===== config.mk =====
export PLATFORM = sky130hd
export DESIGN_NAME = pssi_status_irq
export DESIGN_NICKNAME = d
export VERILOG_FILES = /design/src/pssi_pkg.sv /design/src/pssi_if.sv /design/src/pssi_status_irq.sv /design/src/pssi_event_latch.sv
export SDC_FILE = /design/constraint.sdc
export NUM_CORES = 1
export LEC_CHECK = 0
export ABC_AREA = 1
export BUFFER_PORTS_ARGS = -buffer_cell sky130_fd_sc_hd__clkbuf_2
export CAP_MARGIN = 10
export CORE_MARGIN = 2
export CORE_UTILIZATION = 57
export DETAILED_ROUTE_END_ITERATION = 8
export PLACE_DENSITY = 0.83
export RECOVER_POWER = 25
export REMOVE_ABC_BUFFERS = 1
export SLEW_MARGIN = 20
export SYNTH_ARGS = -nofsm -noshare
export SYNTH_HDL_FRONTEND = slang
export SYNTH_HIERARCHICAL = 1
export SYNTH_SLANG_ARGS = --single-unit

===== constraint.sdc =====
create_clock -name clk -period 2.3 [get_ports clk]
set_input_delay 0.69 -clock clk [delete_from_list [all_inputs] [get_ports clk]]
set_output_delay 0.69 -clock clk [all_outputs]
set_load 0.005 [all_outputs]

===== src/pssi_pkg.sv =====
package pssi_pkg;
  // register byte addresses on the lite bus
  localparam logic [7:0] ADDR_STATUS_SUMMARY = 8'h00;
  localparam logic [7:0] ADDR_INT_CONTROL    = 8'h04;
  localparam logic [7:0] ADDR_EVENT_STATUS   = 8'h08;
  localparam logic [7:0] ADDR_BASIC_STATUS   = 8'h0C;
  localparam logic [7:0] ADDR_IRQ_STATUS     = 8'h10;
  localparam logic [7:0] ADDR_IRQ_MASK       = 8'h14;
  // status summary bit positions
  localparam int SS_LINK    = 0;
  localparam int SS_SPEED10 = 1;
  localparam int SS_DUPLEX  = 2;
  localparam int SS_LOOP    = 3;
  localparam int SS_ANDONE  = 4;
  localparam int SS_JABBER  = 5;
  localparam int SS_RFAULT  = 6;
  localparam int SS_IRQPEND = 7;
  // interrupt control bit positions
  localparam int IC_OE   = 0;
  localparam int IC_EN   = 1;
  localparam int IC_TEST = 2;
  localparam logic [2:0] IC_RESET = 3'h0;
  // event index inside the event register (pending at +8, enable at +0)
  localparam int EV_COUNT   = 8;
  localparam int EV_PEND_LO = 8;
  localparam int EV_RHF     = 0;
  localparam int EV_FHF     = 1;
  localparam int EV_ANC     = 2;
  localparam int EV_DUP     = 3;
  localparam int EV_SPD     = 4;
  localparam int EV_LINK    = 5;
  localparam int EV_ED      = 6;
  localparam int EV_LQ      = 7;
  // basic status bit positions (remote fault is held here, jabber is a live level)
  localparam int BS_JABBER = 1;
  localparam int BS_LINK   = 2;
  localparam int BS_RFAULT = 4;
  // wrapper interrupt status bits
  localparam int IRQ_W = 2;
  localparam int IRQ_EVENT = 0;
  localparam int IRQ_RFAULT = 1;
  // bus responses
  localparam logic [1:0] RESP_OKAY   = 2'h0;
  localparam logic [1:0] RESP_SLVERR = 2'h2;
endpackage


===== src/pssi_if.sv =====
`timescale 1ns/1ps
// event strobes and the read clear handed to the event latch, pending bits back
interface pssi_ev_if;
  logic [7:0] event_pulse;   // one-cycle event strobes
  logic       clear_on_read; // event register is being read
  logic [7:0] pending;       // latched pending bits
  modport latch (input event_pulse, input clear_on_read, output pending);
  modport ctrl  (output event_pulse, output clear_on_read, input pending);
endinterface


===== src/pssi_status_irq.sv =====
`timescale 1ns/1ps
module pssi_status_irq (
  // clock and reset
  input  wire logic        clk,
  input  wire logic        srst,
  // lite write address
  input  wire logic [7:0]  s_axi_awaddr,
  input  wire logic        s_axi_awvalid,
  output logic             s_axi_awready,
  // lite write data
  input  wire logic [31:0] s_axi_wdata,
  input  wire logic [3:0]  s_axi_wstrb,
  input  wire logic        s_axi_wvalid,
  output logic             s_axi_wready,
  // lite write response
  output logic [1:0]       s_axi_bresp,
  output logic             s_axi_bvalid,
  input  wire logic        s_axi_bready,
  // lite read address
  input  wire logic [7:0]  s_axi_araddr,
  input  wire logic        s_axi_arvalid,
  output logic             s_axi_arready,
  // lite read data
  output logic [31:0]      s_axi_rdata,
  output logic [1:0]       s_axi_rresp,
  output logic             s_axi_rvalid,
  input  wire logic        s_axi_rready,
  // phy state, from the pins of the link logic
  input  wire logic        link_up,
  input  wire logic        speed_10,
  input  wire logic        full_duplex,
  input  wire logic        loopback_on,
  input  wire logic        autoneg_done,
  input  wire logic        jabber_seen,
  input  wire logic        remote_fault_seen,
  input  wire logic        energy_detect,
  input  wire logic        link_quality_evt,
  input  wire logic        false_carrier_half,
  input  wire logic        rx_error_half,
  // shared power-down / interrupt pin
  input  wire logic        powerdown_or_irq_pin_in,
  output logic             powerdown_or_irq_pin_out,
  output logic             powerdown_or_irq_pin_oe,
  output logic             powerdown_req,
  // system interrupt
  output logic             irq
);
  // three-stage synchroniser for every outside level
  localparam int NSYNC = 11;
  logic [NSYNC-1:0] sync1, sync2, sync3, stable;
  wire  [NSYNC-1:0] raw_in = {powerdown_or_irq_pin_in, rx_error_half, false_carrier_half, link_quality_evt,
                              energy_detect, remote_fault_seen, jabber_seen, autoneg_done, loopback_on,
                              full_duplex, speed_10};
  // link_up rides separately so bit indices stay readable
  logic link_s1, link_s2, link_s3, link_st;

  // sync chain; stable moves only when stages two and three agree
  always_ff @(posedge clk) begin
    if (srst) begin
      sync1   <= '0;
      sync2   <= '0;
      sync3   <= '0;
      stable  <= '0;
      link_s1 <= 1'b0;
      link_s2 <= 1'b0;
      link_s3 <= 1'b0;
      link_st <= 1'b0;
    end else begin
      sync1   <= raw_in;
      sync2   <= sync1;
      sync3   <= sync2;
      // a bit whose stages disagree keeps its old value, so a metastable
      // settle never shows up as a short glitch on the status bits
      stable  <= (stable & (sync2 ^ sync3)) | (sync2 & ~(sync2 ^ sync3));
      link_s1 <= link_up;
      link_s2 <= link_s1;
      link_s3 <= link_s2;
      if (link_s2 == link_s3) link_st <= link_s3;
    end
  end

  wire s_speed10 = stable[0];
  wire s_duplex  = stable[1];
  wire s_loop    = stable[2];
  wire s_andone  = stable[3];
  wire s_jabber  = stable[4];
  wire s_rfault  = stable[5];
  wire s_energy  = stable[6];
  wire s_lq      = stable[7];
  wire s_fhf     = stable[8];
  wire s_rhf     = stable[9];
  wire s_pin     = stable[10];

  // previous values give change events
  logic prev_link, prev_speed, prev_dup, prev_an, prev_ed, prev_lq, prev_fhf, prev_rhf;
  always_ff @(posedge clk) begin
    if (srst) begin
      {prev_link, prev_speed, prev_dup, prev_an, prev_ed, prev_lq, prev_fhf, prev_rhf} <= 8'h00;
    end else begin
      {prev_link, prev_speed, prev_dup, prev_an, prev_ed, prev_lq, prev_fhf, prev_rhf} <=
        {link_st, s_speed10, s_duplex, s_andone, s_energy, s_lq, s_fhf, s_rhf};
    end
  end

  // event strobes; half-full, completion and link quality count on rising edge only
  logic [7:0] ev_now;
  always_comb begin
    ev_now = 8'h00;
    ev_now[pssi_pkg::EV_LINK] = link_st ^ prev_link;
    ev_now[pssi_pkg::EV_SPD]  = s_speed10 ^ prev_speed;
    ev_now[pssi_pkg::EV_DUP]  = s_duplex ^ prev_dup;
    ev_now[pssi_pkg::EV_ANC]  = s_andone & ~prev_an;
    ev_now[pssi_pkg::EV_ED]   = s_energy ^ prev_ed;
    ev_now[pssi_pkg::EV_LQ]   = s_lq & ~prev_lq;
    ev_now[pssi_pkg::EV_FHF]  = s_fhf & ~prev_fhf;
    ev_now[pssi_pkg::EV_RHF]  = s_rhf & ~prev_rhf;
  end

  // ---------------- bus slave ----------------
  logic [7:0]  aw_addr, ar_addr;    // captured write address; ar_addr is never loaded
  logic        aw_have, w_have;     // halves of a write held
  logic [31:0] w_data;
  logic [3:0]  w_strb;
  assign s_axi_awready = ~aw_have & ~s_axi_bvalid;
  assign s_axi_wready  = ~w_have & ~s_axi_bvalid;
  assign s_axi_arready = ~s_axi_rvalid;
  wire do_write = aw_have & w_have;
  wire do_read  = s_axi_arvalid & s_axi_arready;

  // write address decode
  wire wr_ctrl  = do_write && (aw_addr == pssi_pkg::ADDR_INT_CONTROL);
  wire wr_event = do_write && (aw_addr == pssi_pkg::ADDR_EVENT_STATUS);
  wire wr_irqs  = do_write && (aw_addr == pssi_pkg::ADDR_IRQ_STATUS);
  wire wr_mask  = do_write && (aw_addr == pssi_pkg::ADDR_IRQ_MASK);
  wire wr_known = wr_ctrl | wr_event | wr_irqs | wr_mask
                | (aw_addr == pssi_pkg::ADDR_STATUS_SUMMARY) | (aw_addr == pssi_pkg::ADDR_BASIC_STATUS);
  // read address decode; reads have side effects so only on acceptance
  wire rd_basic = do_read && (s_axi_araddr == pssi_pkg::ADDR_BASIC_STATUS);
  wire rd_event = do_read && (s_axi_araddr == pssi_pkg::ADDR_EVENT_STATUS);

  // capture write halves in either order
  always_ff @(posedge clk) begin
    if (srst) begin
      aw_have <= 1'b0;
      w_have  <= 1'b0;
      aw_addr <= 8'h00;
      w_data  <= 32'h0;
      w_strb  <= 4'h0;
    end else if (do_write) begin
      // both halves consumed; readies stay low until bvalid is taken
      aw_have <= 1'b0;
      w_have  <= 1'b0;
    end else begin
      // each half is held here until its partner arrives
      if (s_axi_awvalid && s_axi_awready) begin
        aw_have <= 1'b1;
        aw_addr <= s_axi_awaddr;
      end
      if (s_axi_wvalid && s_axi_wready) begin
        w_have <= 1'b1;
        w_data <= s_axi_wdata;
        w_strb <= s_axi_wstrb;
      end
    end
  end

  // write response
  always_ff @(posedge clk) begin
    if (srst) begin
      s_axi_bvalid <= 1'b0;
      s_axi_bresp  <= pssi_pkg::RESP_OKAY;
    end else if (do_write) begin
      s_axi_bvalid <= 1'b1;
      s_axi_bresp  <= wr_known ? pssi_pkg::RESP_OKAY : pssi_pkg::RESP_SLVERR;
    end else if (s_axi_bready) begin
      s_axi_bvalid <= 1'b0;
    end
  end

  // ---------------- control and event registers ----------------
  logic [2:0] int_ctrl;   // test, global enable, output enable
  logic [7:0] ev_enable;  // per-event enables
  pssi_ev_if ev ();
  assign ev.event_pulse   = ev_now;
  assign ev.clear_on_read = rd_event;

  pssi_event_latch u_latch (
    .clk  (clk),
    .srst (srst),
    .ev   (ev.latch)
  );

  // only low byte lane carries writable bits; upper bits never stored
  always_ff @(posedge clk) begin
    if (srst) begin
      int_ctrl  <= pssi_pkg::IC_RESET;
      ev_enable <= 8'h00;
    end else begin
      if (wr_ctrl && w_strb[0]) int_ctrl <= w_data[2:0];
      if (wr_event && w_strb[0]) ev_enable <= w_data[7:0];
    end
  end

  // remote fault holds until basic status read; new fault wins the clear
  logic rfault_latch;
  always_ff @(posedge clk) begin
    if (srst) rfault_latch <= 1'b0;
    else if (s_rfault) rfault_latch <= 1'b1;
    else if (rd_basic) rfault_latch <= 1'b0;
  end

  // interrupt source combination
  wire ev_irq   = int_ctrl[pssi_pkg::IC_EN] & |(ev.pending & ev_enable);
  wire phy_int  = int_ctrl[pssi_pkg::IC_TEST] | ev_irq;

  // status summary value; plain copies so summary reads clear nothing
  logic [15:0] summary;
  always_comb begin
    summary = 16'h0000;
    summary[pssi_pkg::SS_LINK]    = link_st;
    summary[pssi_pkg::SS_SPEED10] = s_speed10;
    summary[pssi_pkg::SS_DUPLEX]  = s_duplex;
    summary[pssi_pkg::SS_LOOP]    = s_loop;
    summary[pssi_pkg::SS_ANDONE]  = s_andone;
    summary[pssi_pkg::SS_JABBER]  = s_jabber;
    summary[pssi_pkg::SS_RFAULT]  = rfault_latch;
    summary[pssi_pkg::SS_IRQPEND] = phy_int;
  end

  // basic status view; jabber meaningful in 10 Mb/s only
  wire [15:0] basic = {11'h000, rfault_latch, 1'b0, link_st, s_jabber & s_speed10, 1'b0};

  // ---------------- wrapper interrupt ----------------
  logic [1:0] irq_status, irq_mask;
  logic       prev_phy_int;
  wire  [1:0] irq_set = {s_rfault & ~rfault_latch, phy_int & ~prev_phy_int};
  always_ff @(posedge clk) begin
    if (srst) begin
      irq_status   <= 2'h0;
      irq_mask     <= 2'h0;
      prev_phy_int <= 1'b0;
    end else begin
      prev_phy_int <= phy_int;
      // set wins over write-one-to-clear
      irq_status <= (irq_status & ~((wr_irqs && w_strb[0]) ? w_data[1:0] : 2'h0)) | irq_set;
      if (wr_mask && w_strb[0]) irq_mask <= w_data[1:0];
    end
  end
  assign irq = |(irq_status & irq_mask);

  // ---------------- read data ----------------
  wire [15:0] rd_val =
      (s_axi_araddr == pssi_pkg::ADDR_STATUS_SUMMARY) ? summary :
      (s_axi_araddr == pssi_pkg::ADDR_INT_CONTROL)    ? {13'h0000, int_ctrl} :
      (s_axi_araddr == pssi_pkg::ADDR_EVENT_STATUS)   ? {ev.pending, ev_enable} :
      (s_axi_araddr == pssi_pkg::ADDR_BASIC_STATUS)   ? basic :
      (s_axi_araddr == pssi_pkg::ADDR_IRQ_STATUS)     ? {14'h0000, irq_status} :
      (s_axi_araddr == pssi_pkg::ADDR_IRQ_MASK)       ? {14'h0000, irq_mask} : 16'h0000;
  wire rd_known = (s_axi_araddr == pssi_pkg::ADDR_STATUS_SUMMARY) | (s_axi_araddr == pssi_pkg::ADDR_INT_CONTROL)
                | (s_axi_araddr == pssi_pkg::ADDR_EVENT_STATUS) | (s_axi_araddr == pssi_pkg::ADDR_BASIC_STATUS)
                | (s_axi_araddr == pssi_pkg::ADDR_IRQ_STATUS) | (s_axi_araddr == pssi_pkg::ADDR_IRQ_MASK);

  // read response, data registered at acceptance
  always_ff @(posedge clk) begin
    if (srst) begin
      s_axi_rvalid <= 1'b0;
      s_axi_rdata  <= 32'h0;
      s_axi_rresp  <= pssi_pkg::RESP_OKAY;
    end else if (do_read) begin
      s_axi_rvalid <= 1'b1;
      s_axi_rdata  <= {16'h0000, rd_val};
      s_axi_rresp  <= rd_known ? pssi_pkg::RESP_OKAY : pssi_pkg::RESP_SLVERR;
    end else if (s_axi_rready) begin
      s_axi_rvalid <= 1'b0;
    end
  end

  // ---------------- shared pin ----------------
  // registered so the pin never glitches on decode
  always_ff @(posedge clk) begin
    if (srst) begin
      // pin comes up as an input, so power-down control works from reset
      powerdown_or_irq_pin_oe  <= 1'b0;
      powerdown_or_irq_pin_out <= 1'b0;
      powerdown_req            <= 1'b0;
    end else begin
      powerdown_or_irq_pin_oe  <= int_ctrl[pssi_pkg::IC_OE];
      powerdown_or_irq_pin_out <= phy_int;
      powerdown_req <= ~int_ctrl[pssi_pkg::IC_OE] & s_pin;
    end
  end
endmodule


===== src/pssi_event_latch.sv =====
`timescale 1ns/1ps
// sticky pending bits for the event register
module pssi_event_latch (
  // clock and reset
  input wire logic clk,
  input wire logic srst,
  // event side
  pssi_ev_if.latch ev
);
  logic [7:0] pending; // one sticky bit per event

  // latch always, even with the enable clear; a new event beats a read clear
  always_ff @(posedge clk) begin
    if (srst) begin
      pending <= 8'h00;
    end else if (ev.clear_on_read) begin
      pending <= ev.event_pulse;
    end else begin
      pending <= pending | ev.event_pulse;
    end
  end

  assign ev.pending = pending;
endmodule


==> impl_metrics.csv <==
group,metric,value,unit
run_status,outcome,"completed",
critical_path,worst-setup-path-type,"input port to flop",
synthesis,post-synth-top-area-cell,"dfxtp_1",
grt,grt_pass1_wl,16.1,mm
critical_path,cp_slowest_cell,"clkbuf_1",
sta,layout_min_cycle_time,1.98,ns
place,dp.cells,754,
floorplan,core,7810,µm²
critical_path,path_delay_family,"buffers and inverters",
finish,syn2layout_area_growth,19.1,%
floorplan,die_x,94.4,µm
critical_path,cp_common_cell,"clkbuf_1",
cts,cts_buffers,17,
synthesis,synth_mux_area_share,0,%
run,max-cap-violations,0,
sta,slew_headroom,18.7,%
route,drt-met1-wl,4.06,mm
finish,layoutNonFillerInstCount,786,
sta,tns,0,ns
place,hpwl,6.70,mm
finish,final_net_count,742,
sta,fin_crit_sh,86.1,%
floorplan,die_h,94.4,µm
critical_path,cp-end-kind,"flop",
finish,diodes,0,
cts,clock-sinks,122,
power_and_ir_drop,p_sw_share,25.0,%
cts,clk_path_buf_depth,2,
route,vias,3959,
floorplan,boundaryPins,116,
critical_path,cpPeakStageDelay,0.93,ns
synthesis,yosys.area_share.simple,20.8,%
cts,tritoncts,"yes",
sta,hold_violations,0,
grt,antenna_found_initial,0,
power_and_ir_drop,pwr-share-seq,45.7,%
grt,overflow,0,
route,drc,0,
critical_path,arrival,2.37,ns
sta,finClkSkew,0.00569,ns
sta,holdWs,0.363,ns
floorplan,rows,32,
route,post_drt_via_cell_ratio,5.04,
synthesis,synth_top_area_share,52.4,%
critical_path,reg2regPathDepth,7,
sta,worst_slew_pin_slew,1.22,ns
synthesis,synthTopCellsByArea,"dfxtp_1, nor2_1, a21oi_1",
route,wl_met2,4.87,mm
cts,clk_pin_slew,0.06,ns
route,routed-wl-met3,588,µm
power_and_ir_drop,switching_power,1.22,mW
synthesis,synth_area_per_cell,7.82,µm²
grt,grt_max_degree,28,
place,port_buffers,70,
grt,grt_pass1_vias,3738,
route,wl_per_cell,12.5,µm
critical_path,worst-path-buf-inv,3,
cts,cts_hold_buf,0,
route,drt_pass1_iterations,5,
power_and_ir_drop,power_density,879,nW/µm²
min_path,holdPathStages,3,
min_path,min_path_type,"input port to flop",
route,routed_wirelength,9.80,mm
synthesis,synthAdderAreaFrac,0,%
cts,clockRootBuffer,"clkbuf_8",
power_and_ir_drop,p_comb_share,6.2,%
finish,final_core_util,71.1,%
route,maxUsedRoutingLayer,"met4",
cts,clock_latency,0.51,ns
critical_path,crit_path_start_kind,"input port",
cts,post_cts_buffers,0,
finish,layout-drive-gt1-share,20.9,%
synthesis,postSynthCellCount,596,
cts,cts.htree.levels,4,
route,drtIter0Drc,227,
critical_path,critPathRequiredTime,2.69,ns
synthesis,yosysWarnings,6,
synthesis,synth_cell_types,37,
critical_path,crit_chain,"clkbuf_1, clkbuf_1, buf_4, nor2_1",
cts,post_cts_resized,0,
power_and_ir_drop,cellLeakagePower,2.48,nW
critical_path,critPathMaxFanout,26,
power_and_ir_drop,clock_power_share,48.1,%
floorplan,fp.dieArea,8920,µm²
sta,drv_slew,0,
grt,track_usage,23.3,%
synthesis,synth-compound-area-share,13.6,%
critical_path,path_depth,4,
synthesis,synth_xor_area_share,0.751,%
floorplan,initial_core_util,59.7,%
route,postRouteAntennaNets,0,
sta,fmax,0.505,GHz
synthesis,yosysSeqAreaShare,52.4,%
place,place_congestion,0.865,
power_and_ir_drop,power.internal,3.66,mW
sta,rsz0062_at_grt,"false",
synthesis,ys_ff_latch,122,
synthesis,synth_top_family_by_area,"simple AND/OR/NAND/NOR gates",
power_and_ir_drop,peakVddDrop,0.000590,V
sta,setup_viol,0,
synthesis,netlist_area,4660,µm²
## path summary, 6_finish.rpt
| path | from | endpoint | slack, ns |
|---|---|---|---|
| hold reg to reg | sync1[5] | sync2[5] | 0.40 |
| setup reg to reg | w_have | irq_status[0] | 0.84 |
| setup / recovery | srst | sync3[1] | 0.32 |
| hold / removal | jabber_seen | sync1[4] | 0.36 |
## cells in the final DEF (no fill, tap or decap), types with 2 or more instances in the layout
| cell type | count |
|---|---|
| a22o_1 | 3 |
| buf_4 | 2 |
| nand4_1 | 4 |
| nand3_1 | 14 |
| nor2_1 | 98 |
| nor2_4 | 3 |
| clkinv_4 | 3 |
| nor2_2 | 6 |
| clkinvlp_4 | 5 |
| clkinv_2 | 2 |
| nand2_1 | 77 |
| inv_1 | 77 |
| clkbuf_1 | 4 |
| nand2_2 | 6 |
| nand4_2 | 2 |
| conb_1 | 18 |
| dfxtp_1 | 122 |
| clkbuf_16 | 16 |
| o21ai_1 | 29 |
| clkbuf_8 | 2 |
| inv_2 | 15 |
| a21oi_1 | 65 |
| nor3_1 | 2 |
| xor2_1 | 4 |
| nand3_2 | 2 |
| o21ai_0 | 15 |
| clkbuf_2 | 69 |
| inv_6 | 4 |
| o211ai_1 | 2 |
## tightest hold or removal path, stage by stage
cell and delay (ns):
clkbuf_2 0.08, inv_1 0.04, nor2_1 0.03
## kinds of logic (layout without fill, tap and decap cells)
| logic type | count (synthesis) | after routing |
|---|---|---|
| simple gates | 219 | 219 |
| buf+inv | 130 | 201 |
| compound gates | 120 | 120 |
| flops | 122 | 122 |
| other cells | 1 | 18 |
| xor+xnor | 4 | 4 |
## synthesized netlist by cell type
cell type and n:
nor2_2 6, o211ai_2 1, a211oi_1 1, o221ai_1 1
nor3_2 1, o21a_1 1, nand4_1 4, nand3_1 14
a31oi_1 1, dfxtp_1 122, nand3_2 2, inv_1 76
conb_1 1, o21ai_0 11, nor4_1 1, o22ai_1 1
o211ai_1 2, inv_2 16, nor3_1 2, a21oi_1 65
buf_4 18, nand2_1 77, a22o_1 3, nand4_2 2
nor2_1 98, nor4_4 1, buf_2 12, clkinv_2 1
buf_1 1, nor2_4 3, and2_1 1, nand2_4 1
o21ai_1 33, xor2_1 4, nand2_2 6, inv_4 1
clkbuf_1 5
## flip-flops by register name, summed over array words and instances, names as in the netlist, 2 cells and up, named ones only
| register | cells |
|---|---|
| w_data | 8 |
| int_ctrl | 3 |
| irq_mask | 2 |
| sync1 | 11 |
| s_axi_rdata | 16 |
| sync2 | 11 |
| ev_enable | 8 |
| u_latch/ev.pending | 8 |
| aw_addr | 8 |
| sync3 | 11 |
| irq_status | 2 |
## final cells by class
class | instances | area [µm²]
clock buffers | 18 | 428
inverters | 94 | 357
flip-flops and latches | 122 | 2440
clock inverters | 14 | 115
multi-input cells | 361 | 1710
well taps | 102 | 128
fillers | 595 | 2250
repair buffers | 75 | 375
## metal layers
metal	up-vias	global-route usage (%)
met3	32	7.34
met4	0	10.4
met2	139	40.2
met1	1793	26.6
li1	1995	-
met5	-	0
## through the flow
stage	total power, mW	setup WS (ns)	instance area, µm²
2_1_floorplan	2.44	0.782	4510
3_3_place_gp	2.56	0.565	5020
3_5_place_dp	2.57	0.492	5020
4_1_cts	4.92	0.374	5570
5_1_grt	5.06	0.188	5550
6_report	4.88	0.321	5550
## power by group through the flow
| stage | registers (mW) | clock network (mW) | logic [mW] |
|---|---|---|---|
| final | 2.23 | 2.35 | 0.302 |
| after global routing | 2.24 | 2.48 | 0.343 |
| after CTS | 2.23 | 2.38 | 0.303 |
| after detailed placement | 2.28 | 0 | 0.297 |
| after global placement | 2.27 | 0 | 0.285 |
| after floorplan | 2.27 | 0 | 0.177 |
Note: power is estimated with default switching activity, not from simulation.
